**config.mk**
```make
export PLATFORM = sky130hd
export DESIGN_NAME = fpm_mode_ctrl
export DESIGN_NICKNAME = d
export VERILOG_FILES = /design/src/fpm_pkg.sv /design/src/fpm_lane_if.sv /design/src/fpm_lane_filter.sv /design/src/fpm_mode_ctrl.sv
export SDC_FILE = /design/constraint.sdc
export NUM_CORES = 1
export LEC_CHECK = 0
export BUFFER_PORTS_ARGS = -buffer_cell sky130_fd_sc_hd__buf_2
export CORE_AREA = 10 10 220 222
export DETAILED_ROUTE_END_ITERATION = 10
export DIE_AREA = 0 0 230 232
export PLACE_DENSITY = 0.64
export SLEW_MARGIN = 15
export SYNTH_ARGS = -nofsm -noshare
export SYNTH_HDL_FRONTEND = slang
export SYNTH_SLANG_ARGS = --single-unit
```
**constraint.sdc**
```tcl
create_clock -name clk_in -period 26.4 [get_ports clk_in]
set_clock_uncertainty 0.05 [all_clocks]
set_input_delay 2.64 -clock clk_in [delete_from_list [all_inputs] [get_ports clk_in]]
set_output_delay 2.64 -clock clk_in [all_outputs]
set_load 0.005 [all_outputs]
```
**src/fpm_pkg.sv**
```systemverilog
// Purpose: Shared constants and types for the floating-point mode control unit.
// Assumes: One core clock, asynchronous active-high reset.
// Notes: Field positions of the legacy control word and the SIMD control word.
package fpm_pkg;
  // ==========================================================================
  // Legacy control word layout
  localparam int FPM_PREC_LSB = 8;
  localparam int FPM_ROUND_LSB = 10;
  localparam int FPM_INF_BIT = 12;
  localparam logic [15:0] FPM_FAST_MASK = 16'h1f00;
  localparam logic [15:0] FPM_FCW_RESET = 16'h037f;
  localparam logic [1:0] FPM_PREC_SINGLE = 2'h0;
  localparam logic [1:0] FPM_ROUND_TRUNC = 2'h3;
  // ==========================================================================
  // SIMD control word layout and reset value (both modes off)
  localparam int FPM_DAZ_BIT = 6;
  localparam int FPM_FTZ_BIT = 15;
  localparam logic [31:0] FPM_SCW_RESET = 32'h00001f80;
  // ==========================================================================
  // Penalty cycle counts
  localparam logic [4:0] FPM_SLOW_CYCLES = 5'h14;
  localparam logic [4:0] FPM_SERIAL_CYCLES = 5'h14;
  localparam logic [4:0] FPM_SCW_READ_CYCLES = 5'h08;
  localparam logic [4:0] FPM_DIV_SINGLE_CYCLES = 5'h0a;
  localparam logic [4:0] FPM_DIV_DOUBLE_CYCLES = 5'h11;
  localparam logic [4:0] FPM_DIV_EXT_CYCLES = 5'h15;
  // Operation codes of the datapath.
  typedef enum logic [1:0] {FPM_OP_ADD, FPM_OP_MUL, FPM_OP_PASS} fpm_op_t;
  // Integer widths for the truncating store.
  typedef enum logic [1:0] {FPM_INT16, FPM_INT32, FPM_INT64} fpm_int_t;
endpackage

```
**src/fpm_lane_if.sv**
```systemverilog
// Purpose: Carrier between the control unit and its SIMD lane filter.
// Assumes: Same clock domain on both sides.
// Notes: Mode bits flow down; filtered values flow up.
`timescale 1ns/1ps
`default_nettype none
interface fpm_lane_if;
  logic flush_underflow_to_zero;
  logic denormals_as_zero;
  logic dbl;
  logic [63:0] src;
  logic [63:0] src_flt;
  logic [63:0] res;
  logic res_uflow;
  logic [63:0] res_flt;
  modport ctrl (output flush_underflow_to_zero, denormals_as_zero, dbl, src, res, res_uflow, input src_flt, res_flt);
  modport lane (input flush_underflow_to_zero, denormals_as_zero, dbl, src, res, res_uflow, output src_flt, res_flt);
endinterface
`default_nettype wire

```
**src/fpm_lane_filter.sv**
```systemverilog
// Purpose: Applies denormals-as-zero to a source and flush-to-zero to a result.
// Assumes: Single precision sits in the low 32 bits when dbl is low.
// Notes: Purely combinational; the result sign is the unrounded sign from the datapath.
`timescale 1ns/1ps
`default_nettype none
module fpm_lane_filter
  import fpm_pkg::*;
(
  fpm_lane_if.lane lane_if
);
  logic src_denorm;
  // ==========================================================================
  // Denormal detection: zero exponent with a nonzero fraction, per format.
  always_comb begin
    if (lane_if.dbl) begin
      src_denorm = (lane_if.src[62:52] == 11'h000) && (lane_if.src[51:0] != 52'h0);
    end else begin
      src_denorm = (lane_if.src[30:23] == 8'h00) && (lane_if.src[22:0] != 23'h0);
    end
  end
  // One shared mode pair governs both precisions. [RL10]
  always_comb begin
    lane_if.src_flt = lane_if.src;
    if (lane_if.denormals_as_zero && src_denorm) begin
      // Keep the sign, clear everything else. [RL2] [RL4]
      lane_if.src_flt = lane_if.dbl ? {lane_if.src[63], 63'h0} :
                        {32'h0, lane_if.src[31], 31'h0};
    end
  end
  always_comb begin
    lane_if.res_flt = lane_if.res;
    if (lane_if.flush_underflow_to_zero && lane_if.res_uflow) begin
      // Underflow collapses to a signed zero. [RL1]
      lane_if.res_flt = lane_if.dbl ? {lane_if.res[63], 63'h0} :
                        {32'h0, lane_if.res[31], 31'h0};
    end
    // With both modes off, values pass untouched for the IEEE datapath. [RL3]
  end
endmodule
`default_nettype wire

```
**src/fpm_mode_ctrl.sv**
```systemverilog
// Purpose: Floating-point mode control: control words, load paths and lane modes.
// Assumes: Instruction strobes come from core logic on clk_in; no pin inputs.
// Notes: busy_out stalls issue while a slow or serializing operation runs.
// Behaviour
// [RL1] With flush mode on, an underflowing SIMD result becomes a zero of the unrounded sign.
// [RL2] With denormals-as-zero on, denormal SIMD sources are read as signed zeros.
// [RL3] With both modes off, underflows and denormals pass to the IEEE datapath unchanged.
// [RL4] Denormals-as-zero applies to instructions of both SIMD generations.
// [RL5] Legacy word holds precision in bits 8-9, rounding in 10-11, infinity in bit 12.
// [RL6] Alternating between two values differing only in bits 8-12 takes the fast path.
// [RL7] A load changing any bit outside bits 8-12 takes the slow path.
// [RL8] Cycling among three or more values makes every load slow.
// [RL9] A SIMD word write serializes, a read is slow, and no fast path exists.
// [RL10] Single and double SIMD operations share one mode word.
// [RL11] A masked SIMD overflow is handled with no penalty.
// [RL12] Legacy intermediates use extended range for overflow and underflow checks.
// [RL13] Truncating integer store ignores the rounding field and the control word.
// [RL14] Single precision lets the divider finish early.
// [RL15] Software stores and reloads the legacy word with 16-bit accesses.
// [RL16] After reset both SIMD non-standard modes are off.
`timescale 1ns/1ps
`default_nettype none
module fpm_mode_ctrl
  import fpm_pkg::*;
(
  input wire logic clk_in,
  input wire logic sys_rst_in,
  input wire logic fcw_load_in,
  input wire logic [15:0] fcw_load_data_in,
  output logic [15:0] legacy_fp_control_word_out,
  output logic [1:0] precision_control_field_out,
  output logic [1:0] rounding_control_out,
  output logic infinity_control_out,
  output logic fcw_fast_out,
  input wire logic scw_write_in,
  input wire logic [31:0] scw_write_data_in,
  input wire logic scw_read_in,
  output logic [31:0] scw_read_data_out,
  output logic scw_read_valid_out,
  output logic flush_underflow_to_zero_out,
  output logic denormals_as_zero_out,
  output logic busy_out,
  input wire logic div_start_in,
  output logic div_done_out,
  input wire logic lane_dbl_in,
  input wire logic [63:0] lane_src_in,
  input wire logic [63:0] lane_res_in,
  input wire logic lane_res_uflow_in,
  input wire logic lane_ovf_masked_in,
  output logic [63:0] lane_src_out,
  output logic [63:0] lane_res_out,
  output logic lane_stall_out,
  input wire logic [79:0] ext_result_in,
  output logic ext_overflow_out,
  output logic ext_underflow_out,
  input wire logic trunc_store_in,
  input wire logic [1:0] trunc_width_in,
  input wire logic [63:0] trunc_value_in,
  output logic [63:0] trunc_result_out
);
  typedef enum logic [1:0] {FPM_IDLE, FPM_SLOW, FPM_SERIAL, FPM_SCW_READ} fpm_state_t;
  // ==========================================================================
  // State record. Every register of the unit lives in one packed struct so
  // that reset and the clocked update stay in one place.
  //   state, wait_cnt: the penalty sequencer; wait_cnt counts down to one.
  //   fcw, fcw_prev: the live legacy word and the last distinct word before
  //     it; the pair is what the two-value fast path compares against.
  //   scw, scw_rd, scw_rd_valid: the SIMD word, its read-back copy and the
  //     one-cycle pulse that marks the copy as fresh.
  //   fast: level that tells whether the last legacy load took the fast path.
  //   div_cnt, div_busy, div_done: the divider latency model.
  //   src_q, res_q: filtered lane values, one cycle behind the lane inputs.
  //   trunc_q: the last truncating-store result, held until the next store.
  //   ext_ovf, ext_unf: range flags of the last extended intermediate.
  // Only two words are remembered for the fast path. A program that cycles
  // among three or more words therefore never finds a match and pays the
  // full penalty on every load, which is the intended cost model.
  typedef struct packed {
    fpm_state_t state;
    logic [4:0] wait_cnt;
    logic [15:0] legacy_fp_control_word;
    logic [15:0] fcw_prev;
    logic [31:0] scw;
    logic [31:0] scw_rd;
    logic scw_rd_valid;
    logic fast;
    logic [4:0] div_cnt;
    logic div_busy;
    logic div_done;
    logic [63:0] src_q;
    logic [63:0] res_q;
    logic [63:0] trunc_q;
    logic ext_ovf;
    logic ext_unf;
  } fpm_regs_t;
  fpm_regs_t state_reg;
  fpm_regs_t state_next;
  fpm_lane_if lane_bus ();
  logic fast_hit;
  logic [14:0] ext_exp;
  // ==========================================================================
  // Lane filter wiring.
  assign lane_bus.flush_underflow_to_zero = state_reg.scw[FPM_FTZ_BIT];
  assign lane_bus.denormals_as_zero = state_reg.scw[FPM_DAZ_BIT];
  assign lane_bus.dbl = lane_dbl_in;
  assign lane_bus.src = lane_src_in;
  assign lane_bus.res = lane_res_in;
  assign lane_bus.res_uflow = lane_res_uflow_in;
  fpm_lane_filter u_lane (
    .lane_if(lane_bus)
  );
  // ==========================================================================
  // A load is fast only if it matches the current word outside bits 8-12
  // and equals the current word or the one value seen just before, i.e. a two-value alternation.
  assign fast_hit = (((fcw_load_data_in ^ state_reg.legacy_fp_control_word) & ~FPM_FAST_MASK) == 16'h0000) &&
                    (fcw_load_data_in == state_reg.fcw_prev ||
                     fcw_load_data_in == state_reg.legacy_fp_control_word); // [RL6] [RL7] [RL8]
  assign ext_exp = ext_result_in[78:64];
  // ==========================================================================
  // Next-state logic.
  always_comb begin
    state_next = state_reg;
    state_next.scw_rd_valid = 1'b0;
    state_next.div_done = 1'b0;
    state_next.src_q = lane_bus.src_flt;
    state_next.res_q = lane_bus.res_flt;
    // Extended-range checks on legacy intermediates: an all-ones exponent with zero
    // fraction is overflow to infinity, zero exponent with nonzero mantissa is underflow. [RL12]
    state_next.ext_ovf = (ext_exp == 15'h7fff) && (ext_result_in[62:0] == 63'h0);
    state_next.ext_unf = (ext_exp == 15'h0000) && (ext_result_in[63:0] != 64'h0);
    case (state_reg.state)
      FPM_IDLE: begin
        if (fcw_load_in) begin
          state_next.legacy_fp_control_word = fcw_load_data_in; // [RL5]
          if (fcw_load_data_in != state_reg.legacy_fp_control_word) begin
            state_next.fcw_prev = state_reg.legacy_fp_control_word;
          end
          state_next.fast = fast_hit;
          if (!fast_hit) begin
            state_next.state = FPM_SLOW; // [RL7] [RL8]
            state_next.wait_cnt = FPM_SLOW_CYCLES;
          end
        end else if (scw_write_in) begin
          state_next.scw = scw_write_data_in; // [RL9]
          state_next.state = FPM_SERIAL;
          state_next.wait_cnt = FPM_SERIAL_CYCLES;
        end else if (scw_read_in) begin
          state_next.state = FPM_SCW_READ; // [RL9]
          state_next.wait_cnt = FPM_SCW_READ_CYCLES;
        end
      end
      FPM_SLOW, FPM_SERIAL, FPM_SCW_READ: begin
        if (state_reg.wait_cnt == 5'h01) begin
          if (state_reg.state == FPM_SCW_READ) begin
            state_next.scw_rd = state_reg.scw;
            state_next.scw_rd_valid = 1'b1;
          end
          state_next.state = FPM_IDLE;
          state_next.wait_cnt = 5'h00;
        end else begin
          state_next.wait_cnt = state_reg.wait_cnt - 5'h01;
        end
      end
      default: begin
        state_next.state = FPM_IDLE;
      end
    endcase
    // A start that arrives while the divider still counts is ignored; the
    // model holds one division at a time.
    // Divider latency follows the precision field; single finishes early. [RL14]
    if (div_start_in && !state_reg.div_busy) begin
      state_next.div_busy = 1'b1;
      case (state_reg.legacy_fp_control_word[FPM_PREC_LSB +: 2])
        FPM_PREC_SINGLE: state_next.div_cnt = FPM_DIV_SINGLE_CYCLES;
        2'h2: state_next.div_cnt = FPM_DIV_DOUBLE_CYCLES;
        default: state_next.div_cnt = FPM_DIV_EXT_CYCLES;
      endcase
    end else if (state_reg.div_busy) begin
      if (state_reg.div_cnt == 5'h01) begin
        state_next.div_busy = 1'b0;
        state_next.div_done = 1'b1;
      end
      state_next.div_cnt = state_reg.div_cnt - 5'h01;
    end
    // Truncation to the chosen width, never consulting the rounding field. [RL13]
    if (trunc_store_in) begin
      case (trunc_width_in)
        FPM_INT16: state_next.trunc_q = {{48{trunc_value_in[15]}}, trunc_value_in[15:0]};
        FPM_INT32: state_next.trunc_q = {{32{trunc_value_in[31]}}, trunc_value_in[31:0]};
        default: state_next.trunc_q = trunc_value_in;
      endcase
    end
  end
  // ==========================================================================
  // State register; both SIMD modes come up off. [RL16]
  always_ff @(posedge clk_in or posedge sys_rst_in) begin
    if (sys_rst_in) begin
      state_reg <= '0;
      state_reg.state <= FPM_IDLE;
      state_reg.legacy_fp_control_word <= FPM_FCW_RESET;
      state_reg.fcw_prev <= FPM_FCW_RESET;
      state_reg.scw <= FPM_SCW_RESET;
    end else begin
      state_reg <= state_next;
    end
  end
  // ==========================================================================
  // Outputs. Masked overflow never stalls the lane. [RL11]
  assign lane_stall_out = 1'b0 & lane_ovf_masked_in;
  assign legacy_fp_control_word_out = state_reg.legacy_fp_control_word;
  assign precision_control_field_out = state_reg.legacy_fp_control_word[FPM_PREC_LSB +: 2]; // [RL5]
  assign rounding_control_out = state_reg.legacy_fp_control_word[FPM_ROUND_LSB +: 2];
  assign infinity_control_out = state_reg.legacy_fp_control_word[FPM_INF_BIT];
  assign fcw_fast_out = state_reg.fast;
  assign scw_read_data_out = state_reg.scw_rd;
  assign scw_read_valid_out = state_reg.scw_rd_valid;
  assign flush_underflow_to_zero_out = state_reg.scw[FPM_FTZ_BIT];
  assign denormals_as_zero_out = state_reg.scw[FPM_DAZ_BIT];
  // Busy covers every penalty state. Legacy loads and SIMD word writes and reads offered while it is high are
  // dropped without notice, so issue logic must hold them until it falls.
  assign busy_out = (state_reg.state != FPM_IDLE);
  assign div_done_out = state_reg.div_done;
  assign lane_src_out = state_reg.src_q;
  assign lane_res_out = state_reg.res_q;
  assign ext_overflow_out = state_reg.ext_ovf;
  assign ext_underflow_out = state_reg.ext_unf;
  assign trunc_result_out = state_reg.trunc_q;
endmodule
`default_nettype wire

```
==> flow_results.org <==
** Critical path
- Setup slack on the worst reg-to-reg path comes out at 23.80 ns.
- The worst setup path is launched from a primary input.
- Number of buffer and inverter instances along the worst setup path :: 2
- STA puts the critical path data arrival time at roughly 5 ns.
- The largest individual stage delay along the critical path comes from the cell sky130_fd_sc_hd__nor4_1.
- Number of stages on the worst setup path :: 8
- STA classifies the critical path endpoint as a flip-flop.
- The largest single stage delay on the critical path is roughly 0.64 ns.
- The critical path goes through buf_2 > nor4_1 > nand4_1 > nor3_1 > a21oi_1 > o211ai_4 > buf_4 > and2_1.
- Startpoint of the most critical register-to-register path :: state_reg[304]$_DFFE_PP0P_
- Launch point of the worst path :: lane_src_in[46]
- In this run the critical register-to-register path is captured at state_reg[254]$_DFFE_PP0P_.
- Of all nets on the critical path, the largest fanout is 63.
- Kind of critical path :: primary input to flip-flop
- Crit path max-delay family :: simple AND/OR/NAND/NOR gates
- Capture point of the critical path :: lane_src_out[13]$_DFF_PP0_
- STA puts the critical path data required time at approximately 27 ns.
- For the worst flop-to-flop path, the logic depth is 4.

** Pwr
- Total power after layout :: about 1500 uW
- Switching power total :: about 430 uW
- The internal power of the cells totals 1080 uW.
- Peak ir drop on the vdd network :: approximately 0.063 mV
- Of the total power, the clock network draws 0.335.
- Gate power share :: 0.225
- P_leak :: 0.00811 uW
- Sw Share :: 0.285
- In this run the power density over the cells is between 90 and 100 nW/um^2.
- Share of power burned in registers :: 0.440

** Synthesis
- Of all flip-flops after synthesis, the portion carrying an async set or reset was 1.00.
- By count the netlist is led by sky130_fd_sc_hd__dfrtp_1 (282), sky130_fd_sc_hd__buf_4 (248), sky130_fd_sc_hd__and2_1 (125).
- During synthesis, Yosys emitted a total of 0 warnings.
- Cell with the most instances after synthesis :: sky130_fd_sc_hd__dfrtp_1
- Cell types occupying the most area after synthesis :: sky130_fd_sc_hd__dfrtp_1 (52%), sky130_fd_sc_hd__buf_4 (14%), sky130_fd_sc_hd__mux2_2 (9.1%)
- Count of cell types in the netlist :: 50
- In the synthesized netlist the dominant register cell turns out to be sky130_fd_sc_hd__dfrtp_1.
- Synth Instances :: between 1000 and 1500
- The share of the Yosys chip area taken by registers is 0.562.
- The synthesized netlist occupies a cell area of 13700 um^2.
- Post-Synthesis Mean Instance Area :: 11.7 um^2
- The share of synthesized area in the top cell type comes to 0.516.
- Yosys top cell by area :: sky130_fd_sc_hd__dfrtp_1
- The number of nets handed over by synthesis was around 1500.
- Counting flops and latches in the post-synthesis netlist gives 306.
- In this run, synthesis inferred 0 flip-flops with an integrated enable.

** Finish
- Final Util :: 0.379
- The filler cells instantiated in the layout total between 4000 and 5000.
- In the final design database the tool counted 1840 nets.
- Number of standard cells in the layout, taps in and fillers out :: between 2000 and 2500
- Fraction of layout cells with a size suffix above 1 :: 0.521
- Final Cell Area :: about 17000 um^2
- Area growth from synthesis to layout :: 21.6%

** STA
- Setup tns final :: 0 ns
- Setup repair after global routing missed its margin :: false
- Setup violations remaining at the end of the flow were counted as 0.
- Slew Limit Headroom :: 0.239
- Share of the clock period used by the worst path :: 0.174
- Final Hold Fails :: 0
- Number of pins exceeding their max-slew limit in the final report :: 0
- At the pin with the least slew margin, the transition time is between 1 and 1.5 ns.
- Static timing analysis puts the maximum clock frequency at approximately 0.22 GHz.
- Min cycle time layout :: 4.59 ns

** Global routing
- Across every metal layer, demand over resource in global routing totals 0.159.
- Number of global-route vias before repair :: 10400
- The initial antenna violation count is 20.
- Global-route wire length before repair :: between 60000 and 70000 um
- Maximum number of pins on one net before global-route repair :: ~170
- Residual overflow from global routing :: 0

** CTS
- TritonCTS clock tree :: done
- Clock tree synthesis selected as its root buffer the cell sky130_fd_sc_hd__clkbuf_16.
- Clock-pin slew was measured on the worst setup and hold paths at ~0.060 ns.
- Counting every sink on the clock net gives just over 300.
- Clock insertion delay at the later pin of the skew report :: around 0.55 ns
- Number of gates resized after cts :: 0
- No sink is reached through more buffers than the 3 on the longest clock path.
- TritonCTS Buffers :: 36
- In this run the number of H-tree levels came out at 2.
- Buffers inserted by post-CTS timing repair :: 0
- Hold-fix buffers, CTS :: 0

** Detailed routing
- The routed layout has between 9000 and 10000 vias.
- After detailed routing, the met2 layer carries roughly 23000 um of wire.
- For this block, the initial DRC count from the detailed router was about 420.
- Top routing layer in use :: met5
- Using the TritonRoute via totals, the vias-per-cell ratio works out to between 4 and 5.
- After detailed routing, the met3 layer carries about 4400 um of wire.
- Count of unresolved DRC violations after routing :: 0
- Wire length the detailed router placed on met1 :: around 16000 um
- Drt wl/cell :: about 21 um
- Count of TritonRoute iterations in the first routing pass :: 5
- Number of nets with antenna violations after detailed routing :: 0
- After detailed routing, the total wire length is between 40000 and 50000 um.

** Worst hold path
- Cell count of the worst hold path :: 1
- The worst hold path belongs to the class flip-flop to flip-flop.

** Die
- Number of ports placed on the die boundary :: about 600
- Std cell rows :: between 70 and 80
- Measured along the y axis, the die boundary spans 232 um.
- The region available for standard cell placement spans around 44000 um^2.
- Effective utilization at floorplan :: 0.311
- The floorplan step defined a die boundary enclosing 53400 um^2.
- Chip width :: roughly 230 um

** Status
- Status :: finished clean

** Placement
- Number of port buffers :: between 500 and 600
- Total placed instance area :: ~15000 um^2
- GPL Wtd Cong :: approximately 0.93
- Total half-perimeter wirelength after legalization and detailed placement :: around 35000 um
- After detailed placement, the design holds a cell count of just over 2000.

** Flow run
- Across the run, the number of max-cap violations was 0.
[metrics by stage]
step / worst slack, ns / hold slack [ns]
floorplan: 15.29 / 0.409
global placement: 21.10 / 0.414
detailed placement: 21.08 / 0.419
CTS: 21.66 / 0.452
global route: 21.58 / 0.467
finish: 21.81 / 0.451
[area by class of cell]
class                           count  area, um^2  share of cell area
Inverter                           13        56.3             0.00339
Sequential cell                   306        7690               0.462
Multi-Input combinational cell    561        3950               0.238
Tap cell                          592         741              0.0445
Timing Repair Buffer              586        2970               0.178
Antenna cell                        7        17.5             0.00105
Clock buffer                       50        1000              0.0603
Clock inverter                     13         206              0.0124
[power by group through the flow]
stage / registers (uW) / logic, uW / clock network (uW)
floorplan: 652 / 287 / 0
global placement: 667 / 340 / 0
detailed placement: 673 / 347 / 0
CTS: 666 / 349 / 522
global route: 681 / 378 / 541
finish: 666 / 340 / 507
[layout by cell type, fill, tap and decap left out, types with 18 or more instances in the layout]
cell                        count
sky130_fd_sc_hd__o21ai_0       22
sky130_fd_sc_hd__dfstp_2       24
sky130_fd_sc_hd__dfrtp_1      282
sky130_fd_sc_hd__and2_1       125
sky130_fd_sc_hd__buf_2        582
sky130_fd_sc_hd__clkbuf_16     36
sky130_fd_sc_hd__nand2_1       42
sky130_fd_sc_hd__nor2_1        67
sky130_fd_sc_hd__a21oi_1       39
sky130_fd_sc_hd__a31oi_1       18
sky130_fd_sc_hd__mux2_2       111
sky130_fd_sc_hd__nor4_1        35
sky130_fd_sc_hd__xor2_1        30
[worst min-delay path by stage]
stage / startpoint / end / slack (ns)
floorplan: state_reg[196]$_DFFE_PP0P_ / state_reg[196]$_DFFE_PP0P_ / 0.41
finish: state_reg[196]$_DFFE_PP0P_ / state_reg[196]$_DFFE_PP0P_ / 0.45
global placement: fcw_fast_out$_DFFE_PP0P_ / fcw_fast_out$_DFFE_PP0P_ / 0.41
global route: scw_read_data_out[27]$_DFFE_PP0P_ / scw_read_data_out[27]$_DFFE_PP0P_ / 0.47
detailed placement: fcw_fast_out$_DFFE_PP0P_ / fcw_fast_out$_DFFE_PP0P_ / 0.42
CTS: state_reg[196]$_DFFE_PP0P_ / state_reg[196]$_DFFE_PP0P_ / 0.45
[kinds of logic (layout without fill, tap and decap cells)]
logic type | Yosys count | count (layout) | share of synthesized area
AO/OA/AOI/OAI | 99 | 99 | 0.0447
flip-flops | 306 | 306 | 0.562
other | 1 | 8 | 0.000274
AND/OR/NAND/NOR | 310 | 310 | 0.124
multiplexers | 113 | 113 | 0.0929
XOR/XNOR | 34 | 34 | 0.0218
buffers and inverters | 299 | 662 | 0.151
adder cells (fa/ha/maj) | 4 | 4 | 0.00366
[per-layer routing]
| metal | vias up | global-route usage |
|---|---|---|
| li1 | 4321 | - |
| met1 | 4643 | 0.166 |
| met2 | 466 | 0.288 |
| met3 | 94 | 0.0655 |
| met4 | 6 | 0.0469 |
| met5 | - | 0 |
Note: power is estimated with default switching activity, not from simulation.
